--- src/shared/tcg_defs.vh ---
// Register offsets, field layouts, reset values and source codes
`ifndef TCG_DEFS_VH
`define TCG_DEFS_VH

// ---------------------------------------------------------------
// Register map, one pair per timer instance
// ---------------------------------------------------------------
`define TCG_ADDR_W 3
`define TCG_OFS_CLK0 3'h0
`define TCG_OFS_GATE0 3'h1
`define TCG_OFS_CLK1 3'h2
`define TCG_OFS_GATE1 3'h3
`define TCG_OFS_CLK2 3'h4
`define TCG_OFS_GATE2 3'h5

// ---------------------------------------------------------------
// Field layout and reset values
// ---------------------------------------------------------------
`define TCG_CLK_FIELD_W 4
`define TCG_GATE_FIELD_W 5
`define TCG_CLK_RESET 4'h0
`define TCG_GATE_RESET 5'h00

// ---------------------------------------------------------------
// Source codes
// ---------------------------------------------------------------
`define TCG_CS_PIN 4'h0
`define TCG_CS_OVF_BASE 4'h8
`define TCG_CS_LC_BASE 4'hC
`define TCG_GS_PIN 5'h00
`define TCG_GS_FIRST_RSVD 5'h19
`define TCG_GS_OWN_BASE 5'h02

`endif

--- src/rtl/tcg_clock_mux.v ---
// Clock source multiplexer for one timer instance
`include "tcg_defs.vh"

module tcg_clock_mux #(
  parameter INST = 0
) (
  input wire [3:0] code_in,
  input wire [15:0] sources_in,
  output reg clock_out,
  output reg reserved_out
);

  // ---------------------------------------------------------------
  // Selection
  // ---------------------------------------------------------------
  localparam [3:0] OWN_CODE = `TCG_CS_OVF_BASE + INST + 1;

  always @* begin
    reserved_out = (code_in == OWN_CODE);
    // Own overflow would loop the counter on itself, so drive low
    if (reserved_out) begin
      clock_out = 1'b0;
    end else begin
      clock_out = sources_in[code_in];
    end
  end

endmodule

--- src/rtl/tcg_gate_mux.v ---
// Gate source multiplexer for one timer instance
`include "tcg_defs.vh"

module tcg_gate_mux #(
  parameter INST = 0
) (
  input wire [4:0] code_in,
  input wire [24:0] sources_in,
  output reg gate_out,
  output reg reserved_out
);

  // ---------------------------------------------------------------
  // Selection
  // ---------------------------------------------------------------
  localparam [4:0] OWN_CODE = `TCG_GS_OWN_BASE + 2 * INST;

  always @* begin
    reserved_out = (code_in == OWN_CODE) ||
                   (code_in >= `TCG_GS_FIRST_RSVD);
    if (reserved_out) begin
      gate_out = 1'b0;
    end else begin
      gate_out = sources_in[code_in];
    end
  end

endmodule

--- src/rtl/tcg_source_select.v ---
// Clock and gate source selection for three 16-bit timers
//
// The implementer's own choices: the placing of the registers and the plain strobed port.
`include "tcg_defs.vh"

module tcg_source_select #(
  parameter NUM_TIMERS = 3
) (
  input wire sys_clk_in,
  input wire rst_n_in,
  input wire por_bor_in,
  input wire [`TCG_ADDR_W-1:0] addr_in,
  input wire [7:0] wdata_in,
  input wire wr_in,
  input wire rd_in,
  output reg [7:0] rdata_out,
  input wire [2:0] clock_pin_input_in,
  input wire [2:0] gate_pin_input_in,
  input wire sys_clk_src_in,
  input wire sys_clk_div4_in,
  input wire digitally_controlled_osc_in,
  input wire low_freq_internal_osc_in,
  input wire medium_freq_internal_osc_in,
  input wire secondary_osc_in,
  input wire reference_clock_output_in,
  input wire eight_sixteen_bit_timer_ovf_in,
  input wire [2:0] timer_ovf_in,
  input wire [2:0] period_timer_output_in,
  input wire [1:0] measurement_timer_match_in,
  input wire [4:0] capture_compare_output_in,
  input wire [1:0] pwm_output_in,
  input wire numeric_oscillator_output_in,
  input wire [1:0] comparator_synced_in,
  input wire zero_cross_output_in,
  input wire [3:0] logic_cell_output_in,
  output wire [2:0] timer_clock_out,
  output wire [2:0] timer_gate_out,
  output wire [2:0] clock_reserved_out,
  output wire [2:0] gate_reserved_out
);

  // ---------------------------------------------------------------
  // Shared source vectors
  // ---------------------------------------------------------------
  wire [14:0] clk_common;
  wire [24:0] gate_common;

  assign clk_common = {logic_cell_output_in, timer_ovf_in,
                       eight_sixteen_bit_timer_ovf_in,
                       reference_clock_output_in, secondary_osc_in,
                       medium_freq_internal_osc_in,
                       low_freq_internal_osc_in,
                       digitally_controlled_osc_in, sys_clk_src_in,
                       sys_clk_div4_in};

  assign gate_common = {logic_cell_output_in, zero_cross_output_in,
                        comparator_synced_in, numeric_oscillator_output_in,
                        pwm_output_in, capture_compare_output_in,
                        measurement_timer_match_in,
                        period_timer_output_in[2], timer_ovf_in[2],
                        period_timer_output_in[1], timer_ovf_in[1],
                        period_timer_output_in[0], timer_ovf_in[0],
                        eight_sixteen_bit_timer_ovf_in,
                        1'b0};

  // ---------------------------------------------------------------
  // Select registers
  // ---------------------------------------------------------------
  // One register pair per timer, gathered here for the read path
  wire [`TCG_CLK_FIELD_W*NUM_TIMERS-1:0] clk_code_reg;
  wire [`TCG_GATE_FIELD_W*NUM_TIMERS-1:0] gate_code_reg;

  // Other resets leave the fields alone; only POR/BOR clears them
  wire clear_codes = !rst_n_in && por_bor_in;

  genvar i;
  generate
    for (i = 0; i < NUM_TIMERS; i = i + 1) begin : g_tmr
      localparam [2:0] CLK_OFS = 2 * i;
      localparam [2:0] GATE_OFS = 2 * i + 1;
      reg [3:0] clk_sel_reg;
      reg [4:0] gate_sel_reg;

      assign clk_code_reg[4*i +: 4] = clk_sel_reg;
      assign gate_code_reg[5*i +: 5] = gate_sel_reg;

      always @(posedge sys_clk_in) begin
        if (clear_codes) begin
          clk_sel_reg <= `TCG_CLK_RESET;
          gate_sel_reg <= `TCG_GATE_RESET;
        end else if (rst_n_in && wr_in) begin
          if (addr_in == CLK_OFS) begin
            clk_sel_reg <= wdata_in[3:0];
          end else if (addr_in == GATE_OFS) begin
            gate_sel_reg <= wdata_in[4:0];
          end
        end
      end

      tcg_clock_mux #(
        .INST(i)
      ) u_clk (
        .code_in(clk_code_reg[4*i +: 4]),
        .sources_in({clk_common, clock_pin_input_in[i]}),
        .clock_out(timer_clock_out[i]),
        .reserved_out(clock_reserved_out[i])
      );

      tcg_gate_mux #(
        .INST(i)
      ) u_gate (
        .code_in(gate_code_reg[5*i +: 5]),
        .sources_in({gate_common[24:1], gate_pin_input_in[i]}),
        .gate_out(timer_gate_out[i]),
        .reserved_out(gate_reserved_out[i])
      );
    end
  endgenerate

  // ---------------------------------------------------------------
  // Read path
  // ---------------------------------------------------------------
  reg [7:0] rdata_next;

  always @* begin
    rdata_next = 8'h00;
    if (addr_in == `TCG_OFS_CLK0) begin
      rdata_next = {4'h0, clk_code_reg[3:0]};
    end else if (addr_in == `TCG_OFS_GATE0) begin
      rdata_next = {3'h0, gate_code_reg[4:0]};
    end else if (addr_in == `TCG_OFS_CLK1) begin
      rdata_next = {4'h0, clk_code_reg[7:4]};
    end else if (addr_in == `TCG_OFS_GATE1) begin
      rdata_next = {3'h0, gate_code_reg[9:5]};
    end else if (addr_in == `TCG_OFS_CLK2) begin
      rdata_next = {4'h0, clk_code_reg[11:8]};
    end else if (addr_in == `TCG_OFS_GATE2) begin
      rdata_next = {3'h0, gate_code_reg[14:10]};
    end
  end

  // Read data stand only in the cycle after the strobe
  always @(posedge sys_clk_in) begin
    if (!rst_n_in) begin
      rdata_out <= 8'h00;
    end else if (rd_in) begin
      rdata_out <= rdata_next;
    end else begin
      rdata_out <= 8'h00;
    end
  end

endmodule

--- config.mk ---
export PLATFORM = sky130hd
export DESIGN_NAME = tcg_source_select
export DESIGN_NICKNAME = d
export VERILOG_FILES = /design/src/rtl/tcg_clock_mux.v /design/src/rtl/tcg_gate_mux.v /design/src/rtl/tcg_source_select.v
export VERILOG_INCLUDE_DIRS = /design/src /design/src/shared
export SDC_FILE = /design/constraint.sdc
export NUM_CORES = 1
export LEC_CHECK = 0
export ABC_CLOCK_PERIOD_IN_PS = 2400
export BUFFER_PORTS_ARGS = -buffer_cell sky130_fd_sc_hd__buf_2
export CAP_MARGIN = 20
export CORE_ASPECT_RATIO = 0.6
export CORE_UTILIZATION = 53
export DETAILED_ROUTE_END_ITERATION = 10
export PLACE_DENSITY = 0.81
export SLEW_MARGIN = 30
export SYNTH_ARGS = -nofsm -noshare
export SYNTH_HDL_FRONTEND = slang
export SYNTH_SLANG_ARGS = --single-unit
--- constraint.sdc ---
create_clock -name sys_clk_in -period 2.4 [get_ports sys_clk_in]
set_input_delay 0.36 -clock sys_clk_in [delete_from_list [all_inputs] [get_ports sys_clk_in]]
set_output_delay 0.36 -clock sys_clk_in [all_outputs]
set_load 0.05 [all_outputs]
-- Word-level counts from Yosys, hierarchy flattened
Cells that the tools add are included.
W data, S select, Z words.
- bits in registers: 35
- input port bits: 53
- output and inout port bits: 20
- word-level logic and storage cells: 74
- $lt $le $gt $ge: 9
- eq/ne operators: 11
- multiplexer cells: 24
- bitwise logic cells: 5
- reductions and logical operators: 16
- operators by type and width (operator ; count):
    $mux W5 ; 5
    $lt A5 B6 Y1 const B ; 3
    $bmux W1 S5 ; 3
    $ge A5 B5 Y1 const B ; 3
    $lt A4 B5 Y1 const B ; 3
    $bmux W1 S4 ; 3
    $eq A4 B4 Y1 const B ; 3
    $mux W1 ; 12
    $eq A5 B3 Y1 const B ; 2
    $reduce_and A3 Y1 ; 3
    $reduce_and A2 Y1 ; 4
    $reduce_or A7 Y1 ; 1
    $eq A3 B2 Y1 const B ; 2
    $eq A3 B3 Y1 const B ; 2
    $eq A5 B2 Y1 const B ; 1
    $not A1 Y1 ; 5
    $mux W4 ; 1
    $eq A3 B1 Y1 const B ; 1
    $logic_not A3 Y1 ; 1
    $logic_or A1 B1 Y1 ; 3
    $reduce_or A3 Y1 ; 1
    $logic_and A1 B1 Y1 ; 2
    $logic_not A1 Y1 ; 1

-- Depth between registers and ports, before layout
Gate-level depths: netlist of run 1.
- depth after elaboration: 7
- gate-level depth with buffers: 6
- depth with buffers taken out: 4

-- By module
From an unflattened synthesis of run 1, not the netlist that was laid out.
- cells, all modules: 307
- area total of the unflattened synthesis: 2788.9 µm²
- modules (own cells, without submodules) (module ; instances ; cells each ; area an instance (µm²) ; sequential area each (µm²)):
    tcg_source_select ; 1 ; 179 ; 1507.7 ; 640.6
    tcg_gate_mux at g_tmr[2].u_gate ; 1 ; 33 ; 294.0 ; 0.0
    tcg_gate_mux at g_tmr[0].u_gate ; 1 ; 28 ; 266.5 ; 0.0
    tcg_gate_mux at g_tmr[1].u_gate ; 1 ; 27 ; 266.5 ; 0.0
    tcg_clock_mux at g_tmr[2].u_clk ; 1 ; 16 ; 162.7 ; 0.0
    tcg_clock_mux at g_tmr[1].u_clk ; 1 ; 16 ; 160.2 ; 0.0
    tcg_clock_mux at g_tmr[0].u_clk ; 1 ; 8 ; 131.4 ; 0.0

-- Worst setup path after synthesis of run 1
OpenSTA, ideal clock, no wires.
- kind: reg-to-output
- from: register g_tmr[0].clk_sel_reg[0]
- to: output port timer_clock_out[0]
- arrival time: 1.767 ns
- data required time: 2.040 ns
- path slack: 0.273 ns
- stages on the path, launching flop included: 6
- buffers on the path: 2
- cell sequence: dfxtp_1 -> clkbuf_1 -> mux2_1 -> a22o_1 -> mux4_2 -> buf_4
- word-level cells in the longest chain between the ends: 3
- elaborated cells on any way between the ends: 4
- classes of those cells: eq/ne (1); mux (3)
- RTL lines (what ; RTL line ; RTL):
    from (decl) ; tcg_source_select.v:81 ; reg [3:0] clk_sel_reg;
    from (signal assigned) ; tcg_source_select.v:89 ; clk_sel_reg <= `TCG_CLK_RESET;
    from (signal assigned) ; tcg_source_select.v:93 ; clk_sel_reg <= wdata_in[3:0];
    $bmux W1 S4 ; tcg_clock_mux.v:24 ; clock_out = sources_in[code_in];
    $mux W1 (not written as such) ; tcg_clock_mux.v:24 ;
    $mux W1 (*) ; tcg_clock_mux.v:21 ; if (reserved_out) begin
    to (decl) ; tcg_source_select.v:36 ; output wire [2:0] timer_clock_out,
Every way passes the cells marked *; elsewhere a longest branch is shown, timed or not. The select of a mux whose other input is x is not followed.

-- Worst setup path after layout of run 1
- from: register g_tmr[2].gate_sel_reg[2]
- to: output port timer_gate_out[2]
- word-level cells in the longest chain between the ends: 3
- elaborated cells on any way between the ends: 6
- classes of those cells: order compare (1); eq/ne (1); mux (3); reduce/logical (1)
- RTL lines (what ; RTL line ; RTL):
    from (decl) ; tcg_source_select.v:82 ; reg [4:0] gate_sel_reg;
    from (signal assigned) ; tcg_source_select.v:90 ; gate_sel_reg <= `TCG_GATE_RESET;
    from (signal assigned) ; tcg_source_select.v:95 ; gate_sel_reg <= wdata_in[4:0];
    $bmux W1 S5, or another cell as far along ; tcg_gate_mux.v:24 ; gate_out = sources_in[code_in];
    $mux W1 (not written as such) / $logic_or A1 B1 Y1 (equally long branches) ; tcg_gate_mux.v:24, tcg_gate_mux.v:19 ;
    $mux W1 (*) ; tcg_gate_mux.v:21 ; if (reserved_out) begin
    to (decl) ; tcg_source_select.v:37 ; output wire [2:0] timer_gate_out,
Marked as above.

==> results by group, run 1 <==
Critical path
  – Worst Path Arrival: ~2.0 ns
  – Worst-path maximum fanout: 10
  – Crit start category: flop
  – Endpoint type of the worst setup path: output port
  – Setup CP Type: flop to output port
  – WP data required: approximately 2.0 ns

Cells and area
  – Post-layout util: 0.662
  – Commonest non-fill, non-tap cell in the layout: buf_2
  – Ant. Diodes: 0
  – Area delta synth->final: 16.0%
  – Nets: between 300 and 400
  – Layout cells sized above 1: 0.424
  – Final Cell Area: 3120 um^2
  – Non-Filler Instances: roughly 380
  – Commonest non-fill, non-tap cells in the layout: buf_2, mux2i_1, nor2_1, mux4_2, dfxtp_1
  – Max FFs per register: 15

CTS
  – Num CTS Buffers: 5
  – Clock-pin transition on the worst setup and hold timing paths: approximately 0.06 ns
  – Number of H-tree branching levels: 2
  – Worst-Skew Late Latency: 0.28 ns
  – CTS Hold Bufs: 0
  – Max clock buf depth: 2
  – Clock sinks: 32
  – CTS tree: done
  – Clk root buf: clkbuf_8

GRT
  – First-pass GRT wire length: around 11000 um
  – Pin count of the biggest net entering global routing: 28
  – Number of global-route vias before repair: 2200
  – GRT Util Overall: 0.282
  – Gr ovfl total: 0
  – Initial antenna violation count: 0

STA
  – Setup Skew: between 0.003 and 0.004 ns
  – Tcrit/Tclk final: 0.982
  – Peak Freq: 0.424 GHz
  – Minimum clock period: approximately 2.4 ns
  – Slew headroom: 0.588
  – Hold slack: 0.359 ns
  – Final Hold Vio Count: 0
  – Slew @ Worst Pin: 0.615 ns
  – Setup TNS: 0 ns
  – Setup slack after layout: 0.0432 ns
  – Final setup viols: 0
  – Slew Limit Fails: 0
  – RSZ-0062 raised after global routing: true

Die
  – Number of top-level pins: 73
  – Core Region: ~4700 um^2
  – Height of the chip: about 57 um
  – Initial Utilization: 0.570
  – Die W: 93.9 um
  – Site Rows: 19
  – Total die area: 5360 um^2

Logic synthesis
  – Synth Instances: about 270
  – Yosys top cell area share: 0.239
  – Async SR Flop Fraction: 0
  – Yosys cell types: 49
  – Main synth FF type: dfxtp_1
  – Ranking of synthesized cells by area: dfxtp_1, mux4_2, mux2i_1, buf_4, nor2_1
  – Post-synth EDFFs: 0
  – Mapped cell area: ~2700 um^2
  – Ys Warns: 0
  – Post-synthesis register bit count: 32
  – Sequential fraction of the synthesis area: 0.239
  – Largest area contributor in the netlist: dfxtp_1
  – Synthesized area per cell: about 10 um^2

Power and ir drop
  – Static Leak: 1.24 nW
  – Net Sw Power: 0.447 mW
  – Clk network pwr share: 0.294
  – Pwr per Cell Area: about 450 nW/um^2
  – Internal Power: around 0.97 mW
  – Flop pwr share: 0.414
  – Switching Fraction: 0.316
  – Total power: roughly 1.4 mW
  – Max IR drop VDD: around 0.00036 V
  – Comb pwr share: 0.292

Hold path
  – Min-Delay Path Class: input port to flop

Placed design
  – Area post-placement: just under 3000 um^2
  – Placer Congestion: 0.894
  – Post-DP HPWL: 5560 um
  – PortBufs: 66
  – Pre-CTS WS: slightly above 0.2 ns
  – Placed Cells: approximately 370

Route
  – Initial detailed-routing violation count: ~240
  – Vias: 2434
  – Detailed Route WL: 7250 um
  – Vias per std cell: 6.34
  – WL per Instance: 18.9 um
  – Pre-antenna DRT Iters: 5
  – Antenna-violating nets left: 0
  – Post-route DRC: 0

Run
  – Max-Cap Viols: 0

Status
  – Status: complete, no violations
[final cells by class]
class / instances / area, um^2
multi-input combinational: 194 / 1800
fill: 376 / 1590
sequential: 32 / 662
timing repair buffer: 82 / 468
clock buffer: 8 / 90.1
tap: 63 / 78.8
inverter: 5 / 18.8
[worst paths after layout]
| kind | from | end | slack (ns) | cells after the start |
|---|---|---|---|---|
| max | g_tmr[2].gate_sel_reg[2] | timer_gate_out[2] | 0.04 | 6 |
| min | wdata_in[4] | g_tmr[1].gate_sel_reg[4] | 0.36 | 3 |
| max reg2reg | g_tmr[2].gate_sel_reg[0] | rdata_out[0] | 1.05 | 3 |
| min reg2reg | g_tmr[0].gate_sel_reg[0] | g_tmr[0].gate_sel_reg[0] | 0.58 | 2 |
[power by group through the flow]
stage	combinational [mW]	sequential [mW]	clock [mW]
6_report	0.413	0.586	0.416
5_1_grt	0.437	0.589	0.454
4_1_cts	0.397	0.587	0.425
3_5_place_dp	0.392	0.598	0
3_3_place_gp	0.383	0.597	0
2_1_floorplan	0.310	0.580	0
[cells by family after synthesis]
| family | synth area share |
|---|---|
| other | 0.00140 |
| and+or+nand+nor | 0.144 |
| buffers and inverters | 0.0969 |
| muxes | 0.397 |
| AOI/OAI and AO/OA | 0.122 |
| DFF | 0.239 |
[synthesized netlist by cell type (all sizes together) (2+ instances only)]
cell	n
nor2b	3
a21boi	4
a221oi	6
mux2	7
inv	5
dfxtp	32
clkbuf	12
a21oi	8
nand2b	3
mux4	28
and2	2
mux2i	34
buf	28
nor3	8
nand3b	2
nor2	31
nand2	12
or3	2
o21ai	13
o22ai	8
a211oi	2
a22o	2
[critical path: stages, from the launching register on]
cell and delay, ns:
dfxtp_1 0.38, buf_4 0.20, mux4_2 0.31, mux2_4 0.27, a221oi_2 0.20, o22ai_1 0.14, buf_4 0.21
[metal layers]
| metal | GRT usage | vias to the layer above | share of wire |
|---|---|---|---|
| li1 | - | 1108 | - |
| met1 | 0.437 | 1158 | 0.46 |
| met2 | 0.396 | 157 | 0.42 |
| met3 | 0.0787 | 11 | 0.11 |
| met4 | 0.0462 | 0 | 0.011 |
| met5 | 0 | - | 0 |
[timing repair]
| item | in CTS | in global routing |
|---|---|---|
| pin swaps | 0 | 1 |
| endpoints found under the setup margin | 4 | 6 |
| setup buffers | 0 | 2 |
| gates resized for setup | 8 | 19 |
| endpoints found under the hold margin | 0 | 0 |
Note: power is estimated with default switching activity, not from simulation.
==> run 2, diff against run 1 <==
Settings changed: CORE_MARGIN set to 5, SLEW_MARGIN 30 to 20.
==> results by group, run 2 (synthesized netlist as in run 1, its figures left out) <==
Status
  – Status: complete, no violations

STA
  – Slew Limit Fails: 0
  – Final setup viols: 0
  – Minimum clock period: ~2.4 ns
  – Slew headroom: 0.652
  – Setup Skew: about 0.0042 ns
  – Peak Freq: around 0.42 GHz
  – Final Hold Vio Count: 0
  – Tcrit/Tclk final: 0.999
  – RSZ-0062 raised after global routing: true
  – Setup slack after layout: approximately 0.0027 ns
  – Slew @ Worst Pin: roughly 0.52 ns

CTS
  – Num CTS Buffers: 5
  – Clk root buf: clkbuf_8
  – Clock sinks: 32
  – Number of H-tree branching levels: 2
  – Clock-pin transition on the worst setup and hold timing paths: ~0.06 ns
  – CTS tree: done
  – CTS Hold Bufs: 0
  – Max clock buf depth: 2
  – Worst-Skew Late Latency: 0.28 ns

Critical path
  – Worst Path Arrival: about 2 ns
  – Crit-path cells: mux4_2 > or2_1 > a221oi_2 > o22ai_1 > buf_4
  – Endpoint type of the worst setup path: output port
  – Setup CP Type: flop to output port
  – Crit-path slowest cell: mux4_2
  – Worst-path maximum fanout: 6
  – Crit start category: flop
  – WP data required: 2.04 ns
  – R2r worst-path depth: 3
  – Slowest Stage Delay on Critical Path: roughly 0.52 ns

Cells and area
  – Commonest non-fill, non-tap cells in the layout: buf_2, mux2i_1, nor2_1, mux4_2, dfxtp_1
  – Layout cells sized above 1: 0.424
  – Commonest non-fill, non-tap cell in the layout: buf_2
  – Non-Filler Instances: 380
  – Reg area: about 670 um^2
  – Fillers: approximately 440
  – Multi-input gate area: ~1800 um^2
  – Area delta synth->final: 14.1%
  – Max FFs per register: 15
  – Ant. Diodes: 0
  – Nets: 366

Route
  – Initial detailed-routing violation count: 250
  – Pre-antenna DRT Iters: 5
  – Post-route DRC: 0
  – WL per Instance: 20.0 um
  – Detailed Route WL: roughly 7600 um
  – Vias per std cell: between 6 and 7
  – Antenna-violating nets left: 0
  – Vias: 2395

GRT
  – Initial antenna violation count: 0
  – First-pass GRT wire length: roughly 12000 um
  – Pin count of the biggest net entering global routing: 28
  – Number of global-route vias before repair: approximately 2300
  – GRT Util Overall: 0.236
  – Gr ovfl total: 0

Die
  – Total die area: between 6000 and 7000 um^2
  – Height of the chip: around 65 um
  – Site Rows: 20
  – Number of top-level pins: 73
  – Initial Utilization: 0.539
  – Die W: between 100 and 150 um
  – Core Region: approximately 5000 um^2

Run
  – Max-Cap Viols: 0

Placed design
  – PortBufs: 66
  – Pre-CTS WS: around 0.10 ns
  – Placed Cells: 371
  – Post-DP HPWL: roughly 5800 um
  – Placer Congestion: about 0.9

Hold path
  – Min-Delay Path Class: input port to flop
  – Hold Path Cell Cnt: 3

Power and ir drop
  – Max IR drop VDD: between 0.0004 and 0.0005 V
  – Pwr per Cell Area: ~460 nW/um^2
  – Static Leak: 1.20 nW
run 2: area by class of cell:
class                   count  share of cell area
clock buffers               6              0.0269
flip-flops and latches     32               0.218
repair buffers             75               0.131
well taps                  66              0.0269
multi-input cells         194               0.587
inverters                   5             0.00612
clock inverters             2             0.00327
run 2: timing repair:
action	4_1_cts	5_1_grt
pin swaps	0	1
gates resized for setup	15	9
setup endpoints to repair	5	5
buffers inserted	0	1
run 2: through the flow:
| stage | util | area [um^2] | hold WS, ns | total power [mW] | TNS (ns) |
|---|---|---|---|---|---|
| detailed placement | 0.587 | 2920 | 0.564 | 0.987 | 0 |
| floorplan | - | 2690 | 0.482 | 0.890 | 0 |
| finish | 0.615 | 3060 | 0.369 | 1.41 | 0 |
| global route | 0.615 | 3060 | 0.381 | 1.47 | -0.0619 |
| CTS | 0.611 | 3040 | 0.364 | 1.40 | 0 |
| global placement | 0.587 | 2920 | 0.549 | 0.976 | 0 |
run 2: worst paths after layout:
check                                                 to  slack [ns]                      from
worst max-delay path                   timer_gate_out[2]       0.003  g_tmr[2].gate_sel_reg[2]
worst max register to register              rdata_out[0]        0.92  g_tmr[2].gate_sel_reg[0]
worst min-delay path            g_tmr[1].gate_sel_reg[4]        0.37               wdata_in[4]
worst min register to register   g_tmr[0].clk_sel_reg[3]        0.57   g_tmr[0].clk_sel_reg[3]
run 2: power by group:
group	total (mW)	leakage, nW	internal (mW)	switching, mW
Clock	0.417	0.0510	0.228	0.189
Combinational	0.400	0.885	0.176	0.224
Sequential	0.589	0.267	0.547	0.0420
run 2: routing by layer:
| layer | part of all wire | vias up | GRT usage |
|---|---|---|---|
| met3 | 0.12 | 8 | 0.0520 |
| met5 | 0 | - | 0 |
| met2 | 0.42 | 153 | 0.340 |
| met4 | 0.0083 | 0 | 0.0426 |
| li1 | - | 1092 | - |
| met1 | 0.44 | 1142 | 0.367 |
run 2: critical path, delay by kind of cell (launching register included):
| kind | cells | cell delay, ns |
|---|---|---|
| simple gates | 1 | 0.25 |
| mux | 1 | 0.52 |
| buf+inv | 1 | 0.20 |
| flops | 1 | 0.41 |
| compound gates | 2 | 0.38 |
==> run 3, diff against run 2 <==
Settings changed: ABC_CLOCK_PERIOD_IN_PS 2400 to 2550, GPL_TIMING_DRIVEN set to 0.
Clock period 2.4 ns to 2.55 ns, I/O delays scaled along.
==> results by group, run 3 (synthesized netlist as in run 1, its figures left out) <==
CTS
  – CTS Hold Bufs: 0
  – Num CTS Buffers: 5
  – Worst-Skew Late Latency: 0.29 ns
  – Clk root buf: clkbuf_8
  – CTS tree: done
  – Max clock buf depth: 2
  – Number of H-tree branching levels: 2
  – Clock sinks: 32
  – Clock-pin transition on the worst setup and hold timing paths: around 0.07 ns

Placed design
  – Placer Congestion: 0.919
  – PortBufs: 65
  – Post-DP HPWL: 6000 um
  – Area post-placement: between 3000 and 4000 um^2

Critical path
  – Crit path from: g_tmr[2].gate_sel_reg[1]
  – Worst Path Arrival: roughly 2.2 ns
  – Crit start category: flop
  – R2r endpoint: rdata_out[0]
  – FF-to-FF Start: g_tmr[2].gate_sel_reg[0]
  – Setup CP Type: flop to output port
  – R2r worst-path depth: 4
  – Worst-path maximum fanout: 3
  – WP data required: between 2 and 2.5 ns
  – FF-to-FF setup slack: roughly 1.0 ns
  – Endpoint type of the worst setup path: output port

GRT
  – Pin count of the biggest net entering global routing: 11
  – Initial antenna violation count: 0
  – Gr ovfl total: 0
  – First-pass GRT wire length: approximately 12000 um
  – Number of global-route vias before repair: 2477
  – GRT Util Overall: 0.242

Route
  – Vias: 2537
  – Initial detailed-routing violation count: approximately 300
  – Detailed Route WL: around 8000 um
  – Pre-antenna DRT Iters: 5
  – WL per Instance: ~20 um
  – Antenna-violating nets left: 0
  – Vias per std cell: 6.20
  – Post-route DRC: 0

Cells and area
  – Nets: between 300 and 400
  – Layout cells sized above 1: 0.440
  – Commonest non-fill, non-tap cells in the layout: buf_2, mux2i_1, nor2_1, mux4_2, dfxtp_1
  – Final Cell Area: between 3000 and 4000 um^2
  – Max FFs per register: 15
  – Ant. Diodes: 0
  – Post-layout util: 0.656
  – Area delta synth->final: 21.7%
  – Commonest non-fill, non-tap cell in the layout: buf_2
  – Fillers: 424

Hold path
  – Min-Delay Path Class: input port to flop
  – Hold Path Sink: g_tmr[1].gate_sel_reg[4]
  – Hold Path Cell Cnt: 3
  – Min-delay src: wdata_in[4]

Die
  – Total die area: 6640 um^2
  – Die W: 102 um
  – Core Region: 4980 um^2
  – Site Rows: 20
  – Number of top-level pins: 73
  – Height of the chip: around 65 um
  – Initial Utilization: 0.539

STA
  – Final setup viols: 1
  – Setup Skew: approximately 0.0043 ns
  – Setup slack after layout: -0.0236 ns
  – Slew Limit Fails: 0
  – Final Hold Vio Count: 0
  – Minimum clock period: roughly 2.6 ns
  – Tcrit/Tclk final: 1.01
  – Slew headroom: 0.610
  – RSZ-0062 raised after global routing: true
  – Slew @ Worst Pin: approximately 0.58 ns
  – Peak Freq: ~0.39 GHz

Power and ir drop
  – Pwr per Cell Area: roughly 460 nW/um^2
  – Static Leak: 1.33 nW
  – Max IR drop VDD: roughly 0.00047 V

Run
  – Max-Cap Viols: 0

Status
  – Failing checks: setup timing
  – Status: complete, but fails checks
run 3: changes by cell type in the layout (fill, tap and decap cells not counted), moves of 3 or more:
cell	before	now
clkbuf_1	0	5
dfxtp_4	6	2
buf_4	11	24
dfxtp_1	21	25
buf_2	64	68
buf_1	0	3
run 3: worst max-delay path by stage:
stage                               endpoint  slack (ns)  depth (start not counted)
after global routing       timer_gate_out[2]       -0.09                          7
final                      timer_gate_out[2]       -0.02                          6
after floorplan           timer_clock_out[0]        0.40                          5
after detailed placement  timer_clock_out[0]        0.09                          6
after global placement    timer_clock_out[0]        0.09                          5
after CTS                 timer_clock_out[1]       0.001                          6
run 3: metrics by stage:
stage / hold WS [ns] / setup TNS, ns / worst slack, ns / std cells / power (mW)
detailed placement: 0.557 / 0 / 0.0865 / 402 / 0.961
floorplan: 0.482 / 0 / 0.400 / 271 / 0.838
CTS: 0.377 / 0 / 0.00118 / 409 / 1.50
finish: 0.380 / -0.0236 / -0.0236 / 409 / 1.50
global placement: 0.539 / 0 / 0.0912 / 402 / 0.950
global route: 0.383 / -0.0933 / -0.0933 / 409 / 1.57
run 3: what timing repair did:
action,in CTS,in global routing
gates cloned,0,1
gates resized for setup,12,15
setup buffers,3,2
pin swaps,0,1
setup endpoints to repair,5,6
run 3: where the power goes:
| part | switching [mW] | total [mW] | internal, mW |
|---|---|---|---|
| sequential | 0.0246 | 0.542 | 0.517 |
| clock | 0.186 | 0.530 | 0.345 |
| combinational | 0.236 | 0.428 | 0.192 |
run 3: final cells by class:
cell class | instances | area, um^2 | area share
multi-input combinational | 194 | 1790 | 0.548
sequential | 32 | 654 | 0.200
timing repair buffer | 71 | 378 | 0.116
buffer | 33 | 215 | 0.0659
clock buffer | 7 | 96.3 | 0.0295
tap | 66 | 82.6 | 0.0253
clock inverter | 1 | 30.0 | 0.00919
inverter | 5 | 18.8 | 0.00574
run 3: routing by layer:
metal  track usage  routed length (um)
met5             0                   0
met4        0.0442                  51
met1         0.362                3480
met2         0.358                3390
met3        0.0583                1100
run 3: critical path, cell delays in order, from the launching register on:
cell	delay, ns
dfxtp_2	0.37
mux4_2	0.51
mux2_2	0.28
a221oi_1	0.26
o22ai_1	0.14
buf_4	0.15
buf_2	0.20
